<file path="src/hw/ccp_ctrl_pkg.sv">
`default_nettype none

package ccp_ctrl_pkg;

    // Register byte offsets on the APB side.
    localparam logic [7:0] OFF_CONTROL_TWO   = 8'h00;
    localparam logic [7:0] OFF_CONTROL_THREE = 8'h04;
    localparam logic [7:0] OFF_MODE_CONTROL  = 8'h08;
    localparam logic [7:0] OFF_STATUS        = 8'h0C;

    // Reset values; the pin A enable comes up set.
    localparam logic [31:0] RST_CONTROL_TWO   = 32'h0100_0000;
    localparam logic [31:0] RST_CONTROL_THREE = 32'h0000_0000;
    localparam logic [31:0] RST_MODE_CONTROL  = 32'h0000_0000;

    // Writable bits, multi- and single-output variants.
    localparam logic [31:0] MASK_TWO_MULTI    = 32'hBFDF_D0FF;
    localparam logic [31:0] MASK_TWO_SINGLE   = 32'h81DF_D0FF;
    localparam logic [31:0] MASK_THREE_MULTI  = 32'hF73F_003F;
    localparam logic [31:0] MASK_THREE_SINGLE = 32'hF02C_0000;
    localparam logic [31:0] MASK_MODE_CONTROL = 32'h0000_0003;

    // Control two field positions.
    localparam int POS_OE_SYNC       = 31;
    localparam int POS_PIN_EN        = 24;
    localparam int POS_GATE_MODE     = 22;
    localparam int POS_AUX_SEL       = 19;
    localparam int POS_CAP_SRC       = 16;
    localparam int POS_AUTO_RESTART  = 15;
    localparam int POS_SD_GATE_MODE  = 14;
    localparam int POS_SW_FORCE      = 12;
    localparam int POS_SD_SRC_EN     = 0;

    // Control three field positions.
    localparam int POS_HOLD_TRIG     = 31;
    localparam int POS_ONE_SHOT_CNT  = 28;
    localparam int POS_OUT_MODE      = 24;
    localparam int POS_POL_ACE       = 21;
    localparam int POS_POL_BDF       = 20;
    localparam int POS_SD_STATE_ACE  = 18;
    localparam int POS_SD_STATE_BDF  = 16;

    // Mode control and status field positions.
    localparam int POS_TRIG_EN       = 0;
    localparam int POS_ONE_SHOT_EN   = 1;
    localparam int POS_ST_TRIGGERED  = 7;
    localparam int POS_ST_TRIG_CLEAR = 5;
    localparam int POS_ST_SHUTDOWN   = 4;
    localparam int POS_ST_CAP_DIS    = 2;

    // Capture gate modes.
    localparam logic [1:0] GATE_LEVEL   = 2'b00;
    localparam logic [1:0] GATE_RISE_EN = 2'b01;
    localparam logic [1:0] GATE_FALL_DI = 2'b10;

    // Auxiliary output selections.
    localparam logic [1:0] AUX_OFF      = 2'b00;
    localparam logic [1:0] AUX_ROLLOVER = 2'b01;
    localparam logic [1:0] AUX_MODE_SIG = 2'b10;

    // Output modes.
    localparam logic [2:0] OUTM_STEER    = 3'b000;
    localparam logic [2:0] OUTM_PUSHPULL = 3'b001;
    localparam logic [2:0] OUTM_HALF     = 3'b010;
    localparam logic [2:0] OUTM_BDC_REV  = 3'b100;
    localparam logic [2:0] OUTM_BDC_FWD  = 3'b101;
    localparam logic [2:0] OUTM_SCAN     = 3'b110;

    // Shutdown pin states; top bit clear floats the pins.
    localparam logic [1:0] PSS_ACTIVE   = 2'b11;
    localparam logic [1:0] PSS_INACTIVE = 2'b10;

endpackage : ccp_ctrl_pkg

`default_nettype wire

</file>
<file path="src/hw/capture_gate.sv">
`timescale 1ns/1ps
`default_nettype none

module capture_gate
    import ccp_ctrl_pkg::*;
(
    input  wire logic       mclk,
    input  wire logic       rst,
    input  wire logic [1:0] gate_mode,
    input  wire logic       gate_level,
    input  wire logic       flag_clear,
    input  wire logic [7:0] sources,
    input  wire logic [2:0] source_sel,
    output logic            capture_disable_flag,
    output logic            capture_event
);

    logic gate_prev_reg;
    logic src_prev_reg;
    logic flag_next;
    logic src_now;
    logic gate_rise;
    logic gate_fall;

    // Source select indexes pin, comparators one to three, then logic cells.
    assign src_now   = sources[source_sel];
    assign gate_rise = gate_level & ~gate_prev_reg;
    assign gate_fall = ~gate_level & gate_prev_reg;

    // Gate mode decides how the gating source moves the disable flag.
    always_comb begin
        flag_next = capture_disable_flag & ~flag_clear;
        unique case (gate_mode)
            GATE_LEVEL:   flag_next = ~gate_level;
            GATE_RISE_EN: flag_next = gate_rise ? 1'b0 : flag_next;
            GATE_FALL_DI: flag_next = gate_fall | flag_next;
            default:      flag_next = capture_disable_flag;
        endcase
    end

    // Edge history and flag state.
    always_ff @(posedge mclk) begin
        if (rst) begin
            gate_prev_reg        <= 1'b0;
            src_prev_reg         <= 1'b0;
            capture_disable_flag <= 1'b0;
            capture_event        <= 1'b0;
        end else begin
            gate_prev_reg        <= gate_level;
            src_prev_reg         <= src_now;
            capture_disable_flag <= flag_next;
            capture_event        <= src_now & ~src_prev_reg & ~capture_disable_flag;
        end
    end

endmodule : capture_gate

`default_nettype wire

</file>
<file path="src/hw/one_shot_stretch.sv">
`timescale 1ns/1ps
`default_nettype none

module one_shot_stretch #(
    parameter int CNT_W = 3
) (
    input  wire logic             mclk,
    input  wire logic             rst,
    input  wire logic             trigger,
    input  wire logic             count_tick,
    input  wire logic [CNT_W-1:0] extend_count,
    output logic                  active
);

    logic [CNT_W-1:0] left_reg;

    // A trigger opens the window; each timer tick uses one period, n plus one in all.
    always_ff @(posedge mclk) begin
        if (rst) begin
            active   <= 1'b0;
            left_reg <= '0;
        end else if (trigger) begin
            active   <= 1'b1;
            left_reg <= extend_count;
        end else if (active && count_tick) begin
            active   <= (left_reg != '0);
            left_reg <= left_reg - 1'b1;
        end
    end

endmodule : one_shot_stretch

`default_nettype wire

</file>
<file path="src/hw/ccp_output_gating_shutdown_ctrl.sv">
// Implementation choices: the APB register port and the register addresses.
`timescale 1ns/1ps
`default_nettype none

module ccp_output_gating_shutdown_ctrl
    import ccp_ctrl_pkg::*;
#(
    parameter bit MULTI_OUTPUT = 1'b1
) (
    input  wire logic        mclk,
    input  wire logic        rst,
    input  wire logic        psel,
    input  wire logic        penable,
    input  wire logic        pwrite,
    input  wire logic [7:0]  paddr,
    input  wire logic [31:0] pwdata,
    input  wire logic [3:0]  pstrb,
    output logic             pready,
    output logic             pslverr,
    output logic [31:0]      prdata,
    input  wire logic        tb_rollover,
    input  wire logic        period_start,
    input  wire logic        timer_tick,
    input  wire logic        trigger_in,
    input  wire logic        timer_mode,
    input  wire logic        mode_signal,
    input  wire logic        compare_event,
    input  wire logic        pwm_primary,
    input  wire logic        pwm_complement,
    input  wire logic        push_pull_phase,
    input  wire logic        capture_input_pin,
    input  wire logic [2:0]  comparator,
    input  wire logic [3:0]  logic_cell,
    input  wire logic [1:0]  sibling_output,
    input  wire logic        fault_pin_a,
    input  wire logic        fault_pin_b,
    output logic [5:0]       pin_out,
    output logic [5:0]       pin_oe_n,
    output logic [5:0]       pin_owned,
    output logic             aux_out,
    output logic             capture_event,
    output logic             shutdown_active_status
);

    // Merge enabled byte lanes of a write, keeping read-only bits.
    function automatic logic [31:0] merge_write(input logic [31:0] old_val,
                                                input logic [31:0] new_val,
                                                input logic [3:0]  strobe,
                                                input logic [31:0] mask);
        logic [31:0] lane;
        lane = {{8{strobe[3]}}, {8{strobe[2]}}, {8{strobe[1]}}, {8{strobe[0]}}} & mask;
        merge_write = (old_val & ~lane) | (new_val & lane);
    endfunction : merge_write

    // Pin level for a given logical drive and polarity.
    function automatic logic pin_level(input logic drive, input logic active_low);
        pin_level = drive ^ active_low;
    endfunction : pin_level

    localparam logic [31:0] MASK_TWO   = MULTI_OUTPUT ? MASK_TWO_MULTI : MASK_TWO_SINGLE;
    localparam logic [31:0] MASK_THREE = MULTI_OUTPUT ? MASK_THREE_MULTI : MASK_THREE_SINGLE;

    logic [31:0] ccp_control_two_reg;
    logic [31:0] ccp_control_three_reg;
    logic [31:0] mode_control_reg;
    logic [5:0]  oe_active_reg;
    logic [5:0]  oe_active_next;
    logic        shutdown_next;
    logic        triggered_reg;
    logic        triggered_next;

    // Field views of the control registers.
    wire         output_enable_sync        = ccp_control_two_reg[POS_OE_SYNC];
    wire  [5:0]  output_pin_enables        = ccp_control_two_reg[POS_PIN_EN +: 6];
    wire  [1:0]  capture_gate_mode         = ccp_control_two_reg[POS_GATE_MODE +: 2];
    wire  [1:0]  aux_event_select          = ccp_control_two_reg[POS_AUX_SEL +: 2];
    wire  [2:0]  capture_source_select     = ccp_control_two_reg[POS_CAP_SRC +: 3];
    wire         pwm_auto_restart          = ccp_control_two_reg[POS_AUTO_RESTART];
    wire         shutdown_gate_mode        = ccp_control_two_reg[POS_SD_GATE_MODE];
    wire         software_shutdown_force   = ccp_control_two_reg[POS_SW_FORCE];
    wire  [7:0]  shutdown_source_enables   = ccp_control_two_reg[POS_SD_SRC_EN +: 8];
    wire         hold_outputs_until_trigger = ccp_control_three_reg[POS_HOLD_TRIG];
    wire  [2:0]  one_shot_extend_count     = ccp_control_three_reg[POS_ONE_SHOT_CNT +: 3];
    wire  [2:0]  output_mode_select        = ccp_control_three_reg[POS_OUT_MODE +: 3];
    wire         polarity_pins_ace         = ccp_control_three_reg[POS_POL_ACE];
    wire         polarity_pins_bdf         = ccp_control_three_reg[POS_POL_BDF];
    wire  [1:0]  shutdown_state_pins_ace   = ccp_control_three_reg[POS_SD_STATE_ACE +: 2];
    wire  [1:0]  shutdown_state_pins_bdf   = ccp_control_three_reg[POS_SD_STATE_BDF +: 2];
    wire         triggered_mode_enable     = mode_control_reg[POS_TRIG_EN];
    wire         one_shot_enable           = mode_control_reg[POS_ONE_SHOT_EN];

    // APB decode; the slave always answers in the first access cycle.
    wire setup_phase = psel & ~penable;
    wire access_wr   = psel & penable & pwrite;
    wire hit_two     = (paddr == OFF_CONTROL_TWO);
    wire hit_three   = (paddr == OFF_CONTROL_THREE);
    wire hit_mode    = (paddr == OFF_MODE_CONTROL);
    wire hit_status  = (paddr == OFF_STATUS);
    wire mapped      = hit_two | hit_three | hit_mode | hit_status;
    wire wr_two      = access_wr & hit_two;
    wire wr_three    = access_wr & hit_three;
    wire wr_mode     = access_wr & hit_mode;
    wire wr_status   = access_wr & hit_status & pstrb[0];

    assign pready  = 1'b1;
    assign pslverr = psel & penable & ~mapped;

    // Status clears are write-one on the low byte.
    wire shutdown_sw_clear = wr_status & pwdata[POS_ST_SHUTDOWN];
    wire cap_flag_clear    = wr_status & pwdata[POS_ST_CAP_DIS];
    wire trig_sw_clear     = wr_status & pwdata[POS_ST_TRIG_CLEAR];

    // Shutdown request is the OR of every armed source plus the software force.
    wire [7:0] sd_sources = {fault_pin_b, fault_pin_a, logic_cell[0], sibling_output,
                             comparator[2], comparator[1], comparator[0]};
    wire shutdown_req = |(sd_sources & shutdown_source_enables)
                        | software_shutdown_force;

    // Gate mode defers a new shutdown to the next time base reset or rollover.
    wire shutdown_start = shutdown_req & (~shutdown_gate_mode | tb_rollover);

    // Automatic restart at the first period start once the request has gone.
    wire shutdown_auto_end = pwm_auto_restart & ~shutdown_req & period_start;

    // A new shutdown wins over either kind of clear.
    always_comb begin
        shutdown_next = shutdown_active_status;
        if (shutdown_auto_end || shutdown_sw_clear) begin
            shutdown_next = 1'b0;
        end
        if (shutdown_start) begin
            shutdown_next = 1'b1;
        end
    end

    // Enable bits reach the pins at once, or at rollover when sync is set.
    always_comb begin
        oe_active_next = oe_active_reg;
        if (!output_enable_sync || tb_rollover) begin
            oe_active_next = output_pin_enables;
        end
    end

    // Trigger state: a latch, or the stretched one-shot window.
    logic one_shot_active;

    one_shot_stretch #(
        .CNT_W(3)
    ) u_one_shot (
        .mclk        (mclk),
        .rst         (rst),
        .trigger     (trigger_in & triggered_mode_enable & one_shot_enable),
        .count_tick  (timer_tick),
        .extend_count(one_shot_extend_count),
        .active      (one_shot_active)
    );

    always_comb begin
        triggered_next = triggered_reg;
        if (trig_sw_clear || !triggered_mode_enable) begin
            triggered_next = 1'b0;
        end
        if (trigger_in && triggered_mode_enable) begin
            triggered_next = 1'b1;
        end
    end

    wire triggered = one_shot_enable ? one_shot_active : triggered_reg;

    // Enabled pins stay undriven in triggered mode with the hold bit set until the trigger comes, except during a shutdown, where the shutdown pin states decide.
    wire hold_pins = triggered_mode_enable & hold_outputs_until_trigger
                     & ~triggered;

    // Capture path: gating source is the combined shutdown request.
    logic capture_disable_flag;

    capture_gate u_capture_gate (
        .mclk                (mclk),
        .rst                 (rst),
        .gate_mode           (capture_gate_mode),
        .gate_level          (~shutdown_req),
        .flag_clear          (cap_flag_clear),
        .sources             ({logic_cell, comparator, capture_input_pin}),
        .source_sel          (capture_source_select),
        .capture_disable_flag(capture_disable_flag),
        .capture_event       (capture_event)
    );

    // Auxiliary event output selection.
    logic aux_next;

    always_comb begin
        unique case (aux_event_select)
            AUX_OFF:      aux_next = 1'b0;
            AUX_ROLLOVER: aux_next = tb_rollover;
            AUX_MODE_SIG: aux_next = mode_signal;
            default:      aux_next = ~timer_mode & (capture_event | compare_event);
        endcase
    end

    // Logical drive per pin from the output mode; reserved codes keep pins inactive.
    logic [5:0] drive;

    always_comb begin
        drive = 6'b00_0000;
        unique case (output_mode_select)
            OUTM_STEER, OUTM_SCAN: begin
                drive = {6{pwm_primary}};
            end
            OUTM_PUSHPULL: begin
                drive[0] = pwm_primary & push_pull_phase;
                drive[1] = pwm_primary & ~push_pull_phase;
            end
            OUTM_HALF: begin
                drive[0] = pwm_primary;
                drive[1] = pwm_complement;
            end
            OUTM_BDC_REV: begin
                drive[2] = 1'b1;
                drive[1] = pwm_primary;
            end
            OUTM_BDC_FWD: begin
                drive[0] = 1'b1;
                drive[3] = pwm_primary;
            end
            default: begin
                drive = 6'b00_0000;
            end
        endcase
    end

    // Pin levels, enables and ownership; index 0 is pin A through 5 for pin F.
    logic [5:0] pin_out_next;
    logic [5:0] pin_oe_n_next;

    always_comb begin
        logic       pol;
        logic [1:0] pss;
        pol = 1'b0;
        pss = 2'b00;
        for (int i = 0; i < 6; i++) begin
            pol = (i % 2 == 0) ? polarity_pins_ace : polarity_pins_bdf;
            pss = (i % 2 == 0) ? shutdown_state_pins_ace : shutdown_state_pins_bdf;
            pin_out_next[i]  = pin_level(drive[i], pol);
            pin_oe_n_next[i] = ~oe_active_reg[i] | hold_pins;
            if (shutdown_active_status) begin
                pin_out_next[i]  = pin_level(pss == PSS_ACTIVE, pol);
                pin_oe_n_next[i] = ~oe_active_reg[i] | ~pss[1];
            end
        end
    end

    // Register file, state and data outputs.
    always_ff @(posedge mclk) begin
        if (rst) begin
            ccp_control_two_reg    <= RST_CONTROL_TWO;
            ccp_control_three_reg  <= RST_CONTROL_THREE;
            mode_control_reg       <= RST_MODE_CONTROL;
            oe_active_reg          <= RST_CONTROL_TWO[POS_PIN_EN +: 6];
            shutdown_active_status <= 1'b0;
            triggered_reg          <= 1'b0;
            aux_out                <= 1'b0;
            pin_out                <= 6'b00_0000;
            pin_oe_n               <= 6'b11_1111;
            pin_owned              <= 6'b00_0000;
        end else begin
            if (wr_two) begin
                ccp_control_two_reg <= merge_write(ccp_control_two_reg, pwdata, pstrb,
                                                   MASK_TWO);
            end
            if (wr_three) begin
                ccp_control_three_reg <= merge_write(ccp_control_three_reg, pwdata, pstrb,
                                                     MASK_THREE);
            end
            if (wr_mode) begin
                mode_control_reg <= merge_write(mode_control_reg, pwdata, pstrb,
                                                MASK_MODE_CONTROL);
            end
            oe_active_reg          <= oe_active_next;
            shutdown_active_status <= shutdown_next;
            triggered_reg          <= triggered_next;
            aux_out                <= aux_next;
            pin_out                <= pin_out_next;
            pin_oe_n               <= pin_oe_n_next;
            pin_owned              <= oe_active_reg;
        end
    end

    // Read data loads at setup and stands through the access cycle.
    logic [31:0] rd_value;
    logic [31:0] status_value;

    always_comb begin
        status_value = 32'h0000_0000;
        status_value[POS_ST_TRIGGERED] = triggered;
        status_value[POS_ST_SHUTDOWN]  = shutdown_active_status;
        status_value[POS_ST_CAP_DIS]   = capture_disable_flag;
        rd_value = 32'h0000_0000;
        if (hit_two) begin
            rd_value = ccp_control_two_reg;
        end else if (hit_three) begin
            rd_value = ccp_control_three_reg;
        end else if (hit_mode) begin
            rd_value = mode_control_reg;
        end else if (hit_status) begin
            rd_value = status_value;
        end
    end

    always_ff @(posedge mclk) begin
        if (rst) begin
            prdata <= 32'h0000_0000;
        end else if (setup_phase && !pwrite) begin
            prdata <= rd_value;
        end
    end

endmodule : ccp_output_gating_shutdown_ctrl

`default_nettype wire

</file>
<file path="config.mk">
export PLATFORM = sky130hd
export DESIGN_NAME = ccp_output_gating_shutdown_ctrl
export DESIGN_NICKNAME = d
export VERILOG_FILES = /design/src/hw/ccp_ctrl_pkg.sv /design/src/hw/capture_gate.sv /design/src/hw/one_shot_stretch.sv /design/src/hw/ccp_output_gating_shutdown_ctrl.sv
export SDC_FILE = /design/constraint.sdc
export NUM_CORES = 1
export LEC_CHECK = 0
export BUFFER_PORTS_ARGS = -buffer_cell sky130_fd_sc_hd__buf_2
export CORE_MARGIN = 2
export CORE_UTILIZATION = 25
export DETAILED_ROUTE_END_ITERATION = 6
export SYNTH_ARGS = -nofsm -noshare
export SYNTH_HDL_FRONTEND = slang
export SYNTH_SLANG_ARGS = --single-unit
</file>
<file path="constraint.sdc">
create_clock -name mclk -period 2.3 [get_ports mclk]
set_clock_uncertainty 0.05 [all_clocks]
set_input_delay 0.345 -clock mclk [delete_from_list [all_inputs] [get_ports mclk]]
set_output_delay 0.345 -clock mclk [all_outputs]
set_load 0.01 [all_outputs]
</file>
==> impl_metrics.toml, run 1 <==
[clock_network]
postCtsSetupBuffers = 0
clock-root-buffer = "clkbuf_16"
cts_buffers = 9
h-tree-depth = 3
worst_skew_pair.late_latency_ns = 0.35
ctsResizeCount = 0
holdBufCountCts = 0
cts_tree = "built"
clockBufferDepth = 2
cts_sinks = 108
clk_pin_slew_ns = 0.07

[global_routing]
grt.met3_usage = 0.0319
grt_use_met2 = 0.211
grt_pass1_vias = 3562
track_usage = 0.137
grt_use_met1 = 0.192
antenna_found_initial = 0
grt_pass1_wl_mm = 20.3
grt_overflow_total = 0
grt.busiest_layer = "met2"
grt_max_degree = 43

[sta]
period_needed_ns = 2.06
hold_viol = 0
slew_headroom = 0.654
max_freq_mhz = 486
holdWs_ns = 0.172
rsz0062_at_grt = "false"
setup_viol = 0
slew_violations = 0
layout_setup_ws_ns = 0.242
finalCritPeriodShare = 0.895
tightest_slew_ns = 0.517

[job]
drv_cap = 0

[drt]
avgRoutedWirePerCell_um = 15.5
drc = 0
viasPerCell = 4.48
drt_iter0_drc = 142
first_pass_iters = 4
wl_mm = 12.9
detail-route-antenna-nets = 0
vias = 3733

[finish]
layout_common_cells = "buf_2 (114), dfxtp_1 (108), nor2_1 (89)"
finish.net_count = 675
syn_to_final_growth_pct = 25.8
final_common_cell = "buf_2"
diodes = 0
layout-drive-gt1-share = 0.291
final_cell_area_mm2 = 0.00568

[floorplan]
rows = 49
die_area_mm2 = 0.0191
io_pins = 126
die_width_um = 138
die_y_um = 138
start_util = 0.253
core_area_mm2 = 0.0178

[yosys]
async_flop_share = 0
yosysTopAreaCell = "dfxtp_1"
ys_warn_count = 0
synth_area_leaders = "dfxtp_1 (48%), mux2i_1 (11%), nor2_1 (7.4%), a22oi_1 (4.5%), mux2_2 (4.2%)"
synth-edff-count = 0
syn-mean-instance-area_um2 = 9.40
ys.flop_type = "dfxtp_1"
synth_top_area_share = 0.479
synth-seq-area-share = 0.479
synth-seq-cells = 108
synthCells = 480
synthDistinctLibCells = 47
netlist_area_mm2 = 0.00451

[power_and_ir_drop]
power_switching_w = 0.000825
p_int_w = 0.00276
seqPwrFrac = 0.526
total_leakage_power_nw = 2.50
p_sw_frac = 0.230
p_clk_frac = 0.419
power.density_mw_per_mm2 = 630
peakVddDrop_uv = 389
power_frac_comb = 0.056

[worst_setup_path]
crit_required_ns = 1.90
cpMostUsedCell = "buf_2"
ff2ff_setup_slack_ns = 0.56
cp_max_fo = 5
r2r_cells = 4
path_cells = "buf_2 -> or4_4 -> or2_2 -> and3_1 -> buf_2"
cp.arrival_ns = 1.66
worstSetupEndpointType = "primary output"
path_class = "input pin to primary output"
critical-path-max-stage-delay_ns = 0.54
critPathLaunchType = "input pin"
cp_slowest_cell = "or4_4"

[hold_path]
hold_class = "input pin to flop"
hold_depth = 3

[run_status]
status = "finished clean"

[place]
dp_worst_setup_slack_ns = -0.0461
io_buffer_count = 114
hpwlAfterDp_mm = 9.78
gp_congestion = 0.778
dpl-instance-area_mm2 = 0.00540
==> cell usage after synthesis (2+ instances only) <==
cell type  number
clkbuf_1       17
xnor2_1         7
a22o_1          2
mux2_2         17
buf_4           6
nand2b_1        5
buf_1           5
or4_4           2
ha_1            5
o31ai_1         2
conb_1          2
nand2_1        33
mux4_2          2
a22oi_1        27
nand3_1        10
nor2b_1        12
a211oi_1        2
dfxtp_1       108
nor3_1          3
o21ai_0        18
mux2i_1        51
or2_2           3
nor2_1         89
a21oi_1        18
inv_1          12
==> worst paths after layout <==
path,start,end
max reg2reg,shutdown_active_status,pin_oe_n[5]
min,pwdata[24],flop
max,paddr[1],pslverr
min reg2reg,oe_active_reg[5],pin_oe_n[5]
==> metal layers <==
layer	vias up	wire length, µm
met5	-	0
met4	0	149
met3	13	662
met2	103	5790
met1	1728	6320
li1	1889	-
==> through the flow <==
stage | TNS, ns | instances | power [W] | utilization
global placement | -0.0386 | 817 | 0.00213 | 0.303
global route | 0 | 833 | 0.00372 | 0.318
floorplan | 0 | 484 | 0.00202 | -
detailed placement | -0.271 | 817 | 0.00213 | 0.303
finish | 0 | 833 | 0.00358 | 0.318
CTS | 0 | 833 | 0.00363 | 0.318
==> cell type report <==
cell class	count	area [µm²]
Fill cell	1904	12200
Multi-Input combinational cell	334	2180
Clock buffer	13	260
Inverter	12	45.0
Sequential cell	108	2160
Timing Repair Buffer	134	721
Tap cell	229	287
Clock inverter	3	21.3
==> critical path: cells and delay by family <==
family | cells | cell delay [ns]
and+or+nand+nor | 3 | 1.10
buffers and inverters | 2 | 0.23
==> kinds of logic (layout without fill, tap and decap cells) <==
group,Yosys count,after routing,share of synthesized area
xor+xnor,8,8,0.0155
flops,108,108,0.479
other cells,2,6,0.00166
simple gates,167,167,0.169
buf+inv,42,162,0.0418
mux,70,70,0.165
compound gates,78,78,0.114
fa+ha+maj,5,5,0.0139
==> power groups by stage <==
| stage | clock network, W | logic [W] | registers [W] |
|---|---|---|---|
| floorplan | 0 | 0.0000943 | 0.00193 |
| global placement | 0 | 0.000202 | 0.00193 |
| detailed placement | 0 | 0.000202 | 0.00193 |
| CTS | 0.00154 | 0.000203 | 0.00188 |
| global route | 0.00162 | 0.000220 | 0.00188 |
| finish | 0.00150 | 0.000200 | 0.00188 |
Note: power is estimated with default switching activity, not from simulation.
==> run 2, diff against run 1 <==
==> constraint.sdc (replaced) <==
create_clock -name mclk -period 2.3 [get_ports mclk]
set_clock_uncertainty 0.05 [all_clocks]
set_input_delay 0.115 -clock mclk [delete_from_list [all_inputs] [get_ports mclk]]
set_output_delay 0.115 -clock mclk [all_outputs]
set_load 0.01 [all_outputs]
==> impl_metrics.toml, run 2 (synthesized netlist as in run 1, its figures left out) <==
[sta]
tightest_slew_ns = 0.599
finalCritPeriodShare = 0.758
hold_viol = 0
setup_viol = 0
holdWs_ns = 0.0969
slew_headroom = 0.601
period_needed_ns = 1.74
max_freq_mhz = 573
tns_ns = 0
rsz0062_at_grt = "false"
slew_violations = 0

[clock_network]
worst_skew_pair.late_latency_ns = 0.36
ctsResizeCount = 0
cts_sinks = 108
clock-root-buffer = "clkbuf_16"
clockBufferDepth = 2
cts_tree = "built"
postCtsSetupBuffers = 0
clk_pin_slew_ns = 0.07
cts_buffers = 9
h-tree-depth = 3

[drt]
drc = 0
detail-route-antenna-nets = 0
first_pass_iters = 4
drt_iter0_drc = 203
viasPerCell = 4.48
vias = 3841
wl_mm = 13.2
avgRoutedWirePerCell_um = 15.4

[finish]
fillers = 1864
finish.net_count = 699
final_common_cell = "buf_2"
layout_common_cells = "buf_2 (114), dfxtp_1 (108), nor2_1 (89)"
final_util = 0.333
layout-drive-gt1-share = 0.275
syn_to_final_growth_pct = 31.6

[worst_setup_path]
ff2ff_setup_slack_ns = 0.56
path_class = "flop to flop"
cp_max_fo = 10
crit_required_ns = 2.48
worstSetupEndpointType = "flop"
cp.arrival_ns = 1.93
critPathLaunchType = "flop"

[floorplan]
die_width_um = 138
start_util = 0.253
die_area_mm2 = 0.0191
core_area_mm2 = 0.0178
rows = 49
io_pins = 126
die_y_um = 138

[power_and_ir_drop]
total_leakage_power_nw = 2.59
power.density_mw_per_mm2 = 618
peakVddDrop_uv = 332

[place]
gp_congestion = 0.762
hpwlAfterDp_mm = 9.65
io_buffer_count = 114

[global_routing]
grt_overflow_total = 0
track_usage = 0.137
grt_pass1_vias = 3696
antenna_found_initial = 1
grt_max_degree = 39
grt_pass1_wl_mm = 20.3

[job]
drv_cap = 0

[hold_path]
hold_class = "input pin to flop"

[run_status]
status = "finished clean"
==> run 2: metrics by stage <==
| step | power (W) | std cells | area [µm²] | setup WS [ns] |
|---|---|---|---|---|
| 2_1_floorplan | 0.00202 | 484 | 4530 | 0.251 |
| 3_3_place_gp | 0.00213 | 813 | 5370 | 0.191 |
| 3_5_place_dp | 0.00213 | 813 | 5370 | 0.182 |
| 4_1_cts | 0.00372 | 857 | 5940 | 0.483 |
| 5_1_grt | 0.00379 | 858 | 5940 | 0.358 |
| 6_report | 0.00367 | 858 | 5940 | 0.556 |
==> run 2: power by group <==
group          switching, W  internal (W)  leakage (nW)
Combinational      0.000128      0.000110          1.58
Clock              0.000749      0.000802         0.135
Sequential       0.00000290       0.00188         0.873
Total              0.000879       0.00279          2.59
==> run 2: timing repair <==
item / 4_1_cts / 5_1_grt
endpoints found under the hold margin: 44 / 0
hold buffers: 28 / 0
endpoints found under the setup margin: 0 / 0
==> run 2: worst paths after layout <==
| kind | depth (start not counted) | endpoint | from |
|---|---|---|---|
| setup / recovery | 4 | pin_oe_n[3] | shutdown_active_status |
| hold / removal | 3 | shutdown_active_status | tb_rollover |
| setup reg to reg | 4 | pin_oe_n[3] | shutdown_active_status |
| hold reg to reg | 1 | pin_oe_n[5] | oe_active_reg[5] |
==> run 2: layer usage <==
layer | track usage | part of all wire
met3 | 0.0291 | 0.054
met2 | 0.212 | 0.44
met5 | 0 | 0
met4 | 0.0494 | 0.018
met1 | 0.189 | 0.49
==> run 2: area by class of cell <==
cell class                 count  area, µm²  share of cell area
clock inverter                 4       32.5             0.00548
timing repair buffer         158        971               0.163
antenna                        1       2.50            0.000421
tap                          229        287              0.0482
clock buffer                  12        256              0.0432
sequential                   108       2160               0.364
inverter                      12       45.0             0.00758
multi-input combinational    334       2180               0.368
==> run 2: critical path, cell delays in order (launching register included) <==
cell     delay, ns
dfxtp_1       0.60
inv_1         0.21
a41o_1        0.30
a21oi_1       0.36
nand2_1       0.11
